<file path="src/verilog/asp_pkg.sv">
// Constants and types shared by the serial command port.
// Assumes a 200 MHz core clock; all pins are sampled by that clock.
package asp_pkg;

    // Serial frame
    localparam int         FRAME_BITS = 8;
    localparam int         CNT_W      = 4;
    localparam logic [3:0] CNT_VALID  = 4'h8;
    localparam logic [3:0] CNT_MAX    = 4'hf;
    localparam logic [3:0] CNT_ZERO   = 4'h0;
    localparam logic [3:0] CNT_ONE    = 4'h1;
    localparam logic [7:0] ERR_CODE   = 8'hfe;

    // Command codes in the upper nibble
    localparam logic [3:0] CMD_RD_STAT  = 4'h1;
    localparam logic [3:0] CMD_RD_FAULT = 4'h2;
    localparam logic [3:0] CMD_SQUIB    = 4'h3;
    localparam logic [3:0] CMD_MUX      = 4'h4;
    localparam logic [3:0] CMD_LOW      = 4'h5;
    localparam logic [3:0] CMD_AUX      = 4'h6;
    localparam logic [3:0] CMD_HIGH     = 4'ha;

    // Command targets
    localparam int         TGT_N     = 5;
    localparam logic [2:0] TGT_SQUIB = 3'h0;
    localparam logic [2:0] TGT_MUX   = 3'h1;
    localparam logic [2:0] TGT_LOW   = 3'h2;
    localparam logic [2:0] TGT_AUX   = 3'h3;
    localparam logic [2:0] TGT_HIGH  = 3'h4;
    localparam logic [2:0] TGT_NONE  = 3'h7;
    localparam logic [3:0] TGT_RST   = 4'h0;

    // Synchroniser lanes
    localparam int SYNC_SEL      = 0;
    localparam int SYNC_CLK      = 1;
    localparam int SYNC_DIN      = 2;
    localparam int SYNC_STAT_LSB = 3;
    localparam int STAT_FLAGS    = 6;
    localparam int SYNC_FLT_LSB  = 9;
    localparam int FLT_FLAGS     = 4;
    localparam int SYNC_W        = 13;
    localparam logic [1:0] STAT_PAD = 2'h0;
    localparam logic [3:0] FLT_PAD  = 4'h0;

    // Register port
    localparam int          ADDR_W       = 4;
    localparam int          DATA_W       = 32;
    localparam logic [3:0]  OFS_CTRL     = 4'h0;
    localparam logic [3:0]  OFS_IRQ_STAT = 4'h4;
    localparam logic [3:0]  OFS_IRQ_MASK = 4'h8;
    localparam logic [3:0]  OFS_LAST_CMD = 4'hc;
    localparam int          CTRL_EXEC    = 0;
    localparam logic        CTRL_RST     = 1'b1;
    localparam int          IRQ_W        = 3;
    localparam int          IRQ_FRAME_ERR = 0;
    localparam int          IRQ_CMD_DONE = 1;
    localparam int          IRQ_CMD_BAD  = 2;
    localparam logic [2:0]  IRQ_RST      = 3'h0;
    localparam logic [31:0] RDATA_ZERO   = 32'h0;

    typedef enum logic [1:0] {
        RESP_ECHO,
        RESP_STAT,
        RESP_FAULT
    } asp_resp_t;

endpackage : asp_pkg

</file>
<file path="src/verilog/asp_port.sv">
// Serial command port: frame check, command decode, response shifting.
// Assumes a serial clock far slower than clk_i and idle low between bits.
`timescale 1ns/1ps
`default_nettype none
// Overview of operation
// - A frame from select rise to select fall must hold exactly eight clocks, else it errs.
// - An errored frame's input bits are thrown away and nothing is executed.
// - After a frame error the error byte is sent in every following frame up to and including the next one with a valid count.
// - The response goes out MSB first; it is loaded at select rise and changes otherwise only on falling serial clock edges.
// - One bit leaves and one bit enters on every serial clock cycle of a frame.
// - The response is the previous byte, the status byte, the fault byte or the error code.
// - The eight bits shifted in form the command, acted on only when a valid frame closes.
// - The upper nibble picks the command, the lower nibble carries its data.
// - A byte with an undefined upper nibble changes no command output; it is still kept as the echo byte and flags a bad command.
// - A status or fault read sends that register in the following frame, valid or not.
// - The status byte is zero, zero, loop 1, loop 2, safing, reserve, battery, pump flags.
// - The fault byte is four zeros, loop 2 and loop 1 high-over, loop 2 and loop 1 low-under.
module asp_port
    import asp_pkg::*;
(
    // Clock, reset, enable
    input  wire logic                        clk_i,
    input  wire logic                        rst_n_i,
    input  wire logic                        en_i,
    // Register port
    input  wire logic [asp_pkg::ADDR_W-1:0]  reg_addr_i,
    input  wire logic [asp_pkg::DATA_W-1:0]  reg_wdata_i,
    input  wire logic                        reg_wr_i,
    input  wire logic                        reg_rd_i,
    output logic      [asp_pkg::DATA_W-1:0]  reg_rdata_o,
    output logic                             irq_o,
    // Serial link
    input  wire logic                        frame_sel_i,
    input  wire logic                        sclk_i,
    input  wire logic                        sdi_i,
    output logic                             sdo_o,
    output logic                             sdo_oe_n_o,
    // Status flags
    input  wire logic                        loop1_drivers_active_i,
    input  wire logic                        loop2_drivers_active_i,
    input  wire logic                        safing_closed_flag_i,
    input  wire logic                        reserve_low_flag_i,
    input  wire logic                        battery_low_flag_i,
    input  wire logic                        pump_low_flag_i,
    // Fault flags
    input  wire logic                        loop1_high_over_flag_i,
    input  wire logic                        loop2_high_over_flag_i,
    input  wire logic                        loop1_low_under_flag_i,
    input  wire logic                        loop2_low_under_flag_i,
    // Command outputs
    output logic      [3:0]                  squib_sel_o,
    output logic      [3:0]                  mux_sel_o,
    output logic      [3:0]                  low_side_o,
    output logic      [3:0]                  aux_ctrl_o,
    output logic      [3:0]                  high_side_o
);
    import asp_pkg::*;

    // Command nibble to target slot
    function automatic logic [2:0] tgt_idx(input logic [3:0] code);
        logic [2:0] idx;
        idx = TGT_NONE;
        unique case (code)
            CMD_SQUIB: idx = TGT_SQUIB;
            CMD_MUX:   idx = TGT_MUX;
            CMD_LOW:   idx = TGT_LOW;
            CMD_AUX:   idx = TGT_AUX;
            CMD_HIGH:  idx = TGT_HIGH;
            default:   idx = TGT_NONE;
        endcase
        return idx;
    endfunction : tgt_idx

    // Pin synchronisers
    logic [SYNC_W-1:0] lvl;
    logic [SYNC_W-1:0] rise;
    logic [SYNC_W-1:0] fall;

    asp_sync #(
        .W (SYNC_W)
    ) u_sync (
        .clk_i   (clk_i),
        .rst_n_i (rst_n_i),
        .en_i    (en_i),
        .async_i ({loop2_high_over_flag_i, loop1_high_over_flag_i,
                   loop2_low_under_flag_i, loop1_low_under_flag_i,
                   loop1_drivers_active_i, loop2_drivers_active_i,
                   safing_closed_flag_i, reserve_low_flag_i,
                   battery_low_flag_i, pump_low_flag_i,
                   sdi_i, sclk_i, frame_sel_i}),
        .level_o (lvl),
        .rise_o  (rise),
        .fall_o  (fall)
    );

    logic       frame_start;
    logic       frame_end;
    logic       sclk_rise;
    logic       sclk_fall;
    logic       din_s;
    logic [7:0] status_byte;
    logic [7:0] fault_byte;

    assign frame_start = rise[SYNC_SEL];
    assign frame_end   = fall[SYNC_SEL];
    assign sclk_rise   = rise[SYNC_CLK];
    assign sclk_fall   = fall[SYNC_CLK];
    assign din_s       = lvl[SYNC_DIN];
    assign status_byte = {STAT_PAD, lvl[SYNC_STAT_LSB +: STAT_FLAGS]};
    assign fault_byte  = {FLT_PAD, lvl[SYNC_FLT_LSB +: FLT_FLAGS]};

    // Frame state
    logic             act_reg,      act_next;
    logic [CNT_W-1:0] cnt_reg,      cnt_next;
    logic [7:0]       rx_reg,       rx_next;
    logic [7:0]       tx_reg,       tx_next;
    logic             err_pend_reg, err_pend_next;
    asp_resp_t        resp_reg,     resp_next;
    logic [7:0]       last_cmd_reg, last_cmd_next;
    logic [3:0]       tgt_reg  [TGT_N];
    logic [3:0]       tgt_next [TGT_N];
    logic [7:0]       resp_byte;
    logic [2:0]       rx_tgt;
    logic             evt_err;
    logic             evt_done;
    logic             evt_bad;
    logic             ctrl_reg;

    always_comb begin
        unique case (resp_reg)
            RESP_STAT:  resp_byte = status_byte;
            RESP_FAULT: resp_byte = fault_byte;
            RESP_ECHO:  resp_byte = last_cmd_reg;
            default:    resp_byte = last_cmd_reg;
        endcase
    end

    assign rx_tgt = tgt_idx(rx_reg[7:4]);

    always_comb begin
        act_next      = act_reg;
        cnt_next      = cnt_reg;
        rx_next       = rx_reg;
        tx_next       = tx_reg;
        err_pend_next = err_pend_reg;
        resp_next     = resp_reg;
        last_cmd_next = last_cmd_reg;
        tgt_next      = tgt_reg;
        evt_err       = 1'b0;
        evt_done      = 1'b0;
        evt_bad       = 1'b0;
        if (frame_start) begin
            act_next = 1'b1;
            cnt_next = CNT_ZERO;
            tx_next  = err_pend_reg ? ERR_CODE : resp_byte;
        end else if (act_reg) begin
            if (sclk_rise) begin
                rx_next = {rx_reg[6:0], din_s};
                if (cnt_reg != CNT_MAX) begin
                    cnt_next = cnt_reg + CNT_ONE;
                end
            end
            if (sclk_fall && cnt_reg != CNT_ZERO) begin
                tx_next = {tx_reg[6:0], 1'b0};
            end
            if (frame_end) begin
                act_next = 1'b0;
                if (cnt_reg != CNT_VALID) begin
                    err_pend_next = 1'b1;
                    evt_err       = 1'b1;
                end else begin
                    err_pend_next = 1'b0;
                    last_cmd_next = rx_reg;
                    resp_next     = RESP_ECHO;
                    evt_done      = 1'b1;
                    if (rx_reg[7:4] == CMD_RD_STAT) begin
                        resp_next = RESP_STAT;
                    end else if (rx_reg[7:4] == CMD_RD_FAULT) begin
                        resp_next = RESP_FAULT;
                    end else if (rx_tgt != TGT_NONE) begin
                        if (ctrl_reg) begin
                            tgt_next[rx_tgt] = rx_reg[3:0];
                        end
                    end else begin
                        evt_done = 1'b0;
                        evt_bad  = 1'b1;
                    end
                end
            end
        end
    end

    always_ff @(posedge clk_i or negedge rst_n_i) begin
        if (!rst_n_i) begin
            act_reg      <= 1'b0;
            cnt_reg      <= CNT_ZERO;
            rx_reg       <= '0;
            tx_reg       <= '0;
            err_pend_reg <= 1'b0;
            resp_reg     <= RESP_ECHO;
            last_cmd_reg <= '0;
            for (int i = 0; i < TGT_N; i++) begin
                tgt_reg[i] <= TGT_RST;
            end
        end else if (en_i) begin
            act_reg      <= act_next;
            cnt_reg      <= cnt_next;
            rx_reg       <= rx_next;
            tx_reg       <= tx_next;
            err_pend_reg <= err_pend_next;
            resp_reg     <= resp_next;
            last_cmd_reg <= last_cmd_next;
            tgt_reg      <= tgt_next;
        end
    end

    assign sdo_o       = tx_reg[7];
    assign sdo_oe_n_o  = ~act_reg;
    assign squib_sel_o = tgt_reg[TGT_SQUIB];
    assign mux_sel_o   = tgt_reg[TGT_MUX];
    assign low_side_o  = tgt_reg[TGT_LOW];
    assign aux_ctrl_o  = tgt_reg[TGT_AUX];
    assign high_side_o = tgt_reg[TGT_HIGH];

    // Register file and interrupt
    logic              ctrl_next;
    logic [IRQ_W-1:0]  irq_stat_reg, irq_stat_next;
    logic [IRQ_W-1:0]  irq_mask_reg, irq_mask_next;
    logic [DATA_W-1:0] rdata_reg,    rdata_next;
    logic [IRQ_W-1:0]  irq_set;
    logic [IRQ_W-1:0]  irq_clr;

    always_comb begin
        irq_set = '0;
        irq_set[IRQ_FRAME_ERR] = evt_err;
        irq_set[IRQ_CMD_DONE]  = evt_done;
        irq_set[IRQ_CMD_BAD]   = evt_bad;
        irq_clr   = '0;
        ctrl_next = ctrl_reg;
        irq_mask_next = irq_mask_reg;
        if (reg_wr_i) begin
            unique case (reg_addr_i)
                OFS_CTRL:     ctrl_next     = reg_wdata_i[CTRL_EXEC];
                OFS_IRQ_STAT: irq_clr       = reg_wdata_i[IRQ_W-1:0];
                OFS_IRQ_MASK: irq_mask_next = reg_wdata_i[IRQ_W-1:0];
                default:      ;
            endcase
        end
        irq_stat_next = (irq_stat_reg & ~irq_clr) | irq_set;
        rdata_next = RDATA_ZERO;
        if (reg_rd_i) begin
            unique case (reg_addr_i)
                OFS_CTRL:     rdata_next[CTRL_EXEC]   = ctrl_reg;
                OFS_IRQ_STAT: rdata_next[IRQ_W-1:0]   = irq_stat_reg;
                OFS_IRQ_MASK: rdata_next[IRQ_W-1:0]   = irq_mask_reg;
                OFS_LAST_CMD: rdata_next[7:0]         = last_cmd_reg;
                default:      rdata_next              = RDATA_ZERO;
            endcase
        end
    end

    always_ff @(posedge clk_i or negedge rst_n_i) begin
        if (!rst_n_i) begin
            ctrl_reg     <= CTRL_RST;
            irq_stat_reg <= IRQ_RST;
            irq_mask_reg <= IRQ_RST;
            rdata_reg    <= RDATA_ZERO;
        end else if (en_i) begin
            ctrl_reg     <= ctrl_next;
            irq_stat_reg <= irq_stat_next;
            irq_mask_reg <= irq_mask_next;
            rdata_reg    <= rdata_next;
        end
    end

    assign reg_rdata_o = rdata_reg;
    assign irq_o       = |(irq_stat_reg & irq_mask_reg);
endmodule : asp_port
`default_nettype wire

</file>
<file path="src/verilog/asp_sync.sv">
// Two-stage synchroniser with edge pulses for a bundle of pins.
// Assumes inputs are asynchronous to clk_i and change slower than it.
`timescale 1ns/1ps
`default_nettype none
module asp_sync #(
    parameter int W = 1
) (
    // Clock, reset, enable
    input  wire logic         clk_i,
    input  wire logic         rst_n_i,
    input  wire logic         en_i,
    // Pins and synchronised views
    input  wire logic [W-1:0] async_i,
    output logic      [W-1:0] level_o,
    output logic      [W-1:0] rise_o,
    output logic      [W-1:0] fall_o
);
    logic [W-1:0] meta_reg;
    logic [W-1:0] sync_reg;
    logic [W-1:0] prev_reg;

    always_ff @(posedge clk_i or negedge rst_n_i) begin
        if (!rst_n_i) begin
            meta_reg <= '0;
            sync_reg <= '0;
            prev_reg <= '0;
        end else if (en_i) begin
            meta_reg <= async_i;
            sync_reg <= meta_reg;
            prev_reg <= sync_reg;
        end
    end

    // Per-lane edge detection on the second stage only
    for (genvar g = 0; g < W; g++) begin : g_edge
        assign rise_o[g] = en_i & sync_reg[g] & ~prev_reg[g];
        assign fall_o[g] = en_i & ~sync_reg[g] & prev_reg[g];
    end

    assign level_o = sync_reg;

endmodule : asp_sync
`default_nettype wire
</file>
<file path="config.mk">
export PLATFORM = sky130hd
export DESIGN_NAME = asp_port
export DESIGN_NICKNAME = d
export VERILOG_FILES = /design/src/verilog/asp_pkg.sv /design/src/verilog/asp_port.sv /design/src/verilog/asp_sync.sv
export SDC_FILE = /design/constraint.sdc
export NUM_CORES = 1
export LEC_CHECK = 0
export BUFFER_PORTS_ARGS = -buffer_cell sky130_fd_sc_hd__buf_2
export CAP_MARGIN = 10
export CORE_UTILIZATION = 53
export DETAILED_ROUTE_END_ITERATION = 12
export HOLD_SLACK_MARGIN = 0.03
export PLACE_DENSITY = 0.79
export SETUP_SLACK_MARGIN = 0.5
export SLEW_MARGIN = 25
export SYNTH_ARGS = -nofsm -noshare
export SYNTH_HDL_FRONTEND = slang
export SYNTH_SLANG_ARGS = --single-unit
</file>
<file path="constraint.sdc">
create_clock -name clk_i -period 2.3 [get_ports clk_i]
set_input_delay 0.345 -clock clk_i [delete_from_list [all_inputs] [get_ports clk_i]]
set_output_delay 0.345 -clock clk_i [all_outputs]
set_load 0.02 [all_outputs]
</file>
==> results.toml <==
[timing]
rsz0062_at_grt = "no"
fin_crit_ps = 1730
hold_viol = 0
drv_slew = 0
whs_ps = 200
fin_worst_skew_ps = 11.2
post-route-period-util_pct = 75.4
layout_setup_ws_ps = 566
setup_violations = 0
timing.fmax_ghz = 0.577
setup_tns_ps = 0

[critical_path]
slowest_stage = "dfrtp_1"
start_kind = "flop"
path_cells = "inv_1, ha_2, and3b_2, and4b_4, mux2_1"
critPathRequiredTime_ps = 2560
path_class = "flop to flop"
arrival_ps = 1990
critPathBufInv = 1
timing.critical_path.fanout_max = 7
cpPeakStageDelay_ps = 420
crit_family = "simple AND/OR/NAND/NOR gates"
end_kind = "flop"

[cts]
cts_made_buffers = 9
cts_max_level = 3
clockBufferDepth = 2
clk_pin_slew_ps = 90
cts_tree = "yes"
cts_sinks = 95
cts_root_buffer = "clkbuf_8"
clkLatencyLatePin_ps = 370

[die]
ios = 109
start_util_pct = 55.8
coreArea_um2 = 7890
placementRows = 32
dieWidth_um = 93.1
dieArea_um2 = 8670
die_h_um = 93.1

[synth]
synth_adder_area_share_pct = 1.14
ys.warnings.count = 0
synth.top_cell.area_share_pct = 53.5
synth_compound_area_share_pct = 9.67
synthMuxAreaShare_pct = 17.7
synth_top_area_cell = "dfrtp_1"
yosysSeqAreaShare_pct = 54.1
ys_types = 53
synthCells = 346
synthSimpleGateAreaFrac_pct = 10.7
ys_ff_latch = 95
synth_common_cells = "94 x dfrtp_1, 62 x mux2_2, 25 x buf_4, 12 x a21oi_1, 10 x inv_1"
async_flop_share_pct = 100
synth_top_family_by_area = "multiplexers"
synthXorXnorAreaFrac_pct = 0
synthTopCellsByArea = "dfrtp_1 53%, mux2_2 16%, buf_4 4.3%"
yosys.cell_count.top_type = "dfrtp_1"
netlist_area_um2 = 4400
synth_edf_count = 0
ys.flop_type = "dfrtp_1"
avgSynthCellArea_um2 = 12.7

[grt]
grt_max_degree = 49
globalRouteOverflowTotal = 0
grt_first_pass_wirelength_mm = 13.5
antenna_found_initial = 0
track_usage_pct = 20.4
grt_pass1_vias = 2772

[pwr]
p_sw_mw = 1.19
p_seq_share_pct = 54.9
clockPowerShare_pct = 27.2
peakVddDrop_uv = 456
switching_share_pct = 30.7
comb_power_share_pct = 17.9
p_per_area_nw_per_um2 = 781
power.static_leakage_nw = 2.43
internal_power_mw = 2.67

[placed_design]
gp_congestion = 0.819
dp_hpwl_mm = 5.78
post_dp_cell_area_um2 = 4690
dp_slack_ps = 318
port_buffers = 55
dp.cells = 493

[route]
drtIter0Drc = 130
via_count = 2887
ant_nets = 0
routedWlPerCell_um = 16.0
drt-total-wl_mm = 8.23
via_per_inst = 5.63
drt-pass1-iter-count = 4
drc = 0

[run_status]
status = "finished clean"

[finish]
fin_cells = 513
drive_above_1_share_pct = 38.7
insertedDiodeCount = 0
final_nets = 464
area_growth_pct = 12.4
final_cell_area_um2 = 4950

[flow_run]
drv_cap = 0

[hold_path]
worstHoldPathType = "primary input to flop"
power by group through the flow:
stage          Sequential [mW]  Combinational [mW]  Clock, mW
2_1_floorplan             2.04               0.547          0
3_3_place_gp              2.14               0.626          0
3_5_place_dp              2.15               0.650          0
4_1_cts                   2.12               0.661       1.08
5_1_grt                   2.15               0.767       1.14
6_report                  2.12               0.690       1.05
cell families after synthesis:
logic type | count (synthesis)
flops | 95
simple gates | 69
other cells | 1
compound gates | 59
mux | 69
fa+ha+maj | 4
buf+inv | 49
final cells by class:
type | count | area [um^2]
flip-flops and latches | 95 | 2380
clock buffers | 11 | 151
fillers | 608 | 2940
inverters | 10 | 37.5
multi-input cells | 225 | 1830
repair buffers | 65 | 380
well taps | 102 | 128
clock inverters | 5 | 41.3
worst paths after layout:
check,start,end,slack (ps),depth (start not counted)
min,reserve_low_flag_i,u_sync.meta_reg[5],200,2
max,cnt_reg[1],high_side_o[3],570,5
min reg2reg,high_side_o[1],high_side_o[1],490,1
max in group asynchronous,rst_n_i,resp_reg[1],1270,3
max reg2reg,cnt_reg[1],high_side_o[3],570,5
min in group asynchronous,rst_n_i,u_sync.meta_reg[5],380,2
worst reg2reg max path: cells and delay by family (launching register included):
family	cells	cell delay, ps
and+or+nand+nor	2	620
DFF	1	420
muxes	1	330
adders and majority gates	1	180
buffers and inverters	1	70
metrics by stage:
| step | power, mW | util, % |
|---|---|---|
| 6_report | 3.86 | 62.7 |
| 5_1_grt | 4.06 | 62.7 |
| 4_1_cts | 3.86 | 62.2 |
| 3_5_place_dp | 2.81 | 59.5 |
| 3_3_place_gp | 2.77 | 59.5 |
| 2_1_floorplan | 2.58 | - |
per-layer routing:
layer | vias to the layer above | GRT usage (%) | part of all wire [%]
met3 | 9 | 4.23 | 4.5
met5 | - | 0 | 0
li1 | 1348 | - | -
met2 | 87 | 33.0 | 49
met1 | 1443 | 26.7 | 45
met4 | 0 | 8.97 | 1.1
repair_timing:
action | CTS | global route
setup buffers | 0 | 3
hold endpoints to repair | 18 | 0
endpoints found under the setup margin | 24 | 28
pin swaps | 0 | 1
gates resized for setup | 3 | 2
hold buffers | 1 | 0
cells in the final DEF (no fill, tap or decap), types with 3 or more instances in the layout:
master and count:
nand2_1 9, buf_4 8, conb_1 24, o21ai_0 8
nand4_2 4, inv_1 10, nand3b_1 6, a21oi_1 12
nand4_1 3, a22oi_1 5, mux2_2 62, o2bb2ai_1 3
buf_2 54, ha_1 3, nor2_1 9, nor2b_1 6
a22o_1 6, mux2_1 7, dfrtp_1 94, nand3_1 5
o211ai_1 4, a211oi_1 5, clkbuf_8 11, nor4_1 3
and4b_1 3
(Power assumes the default switching activity.)
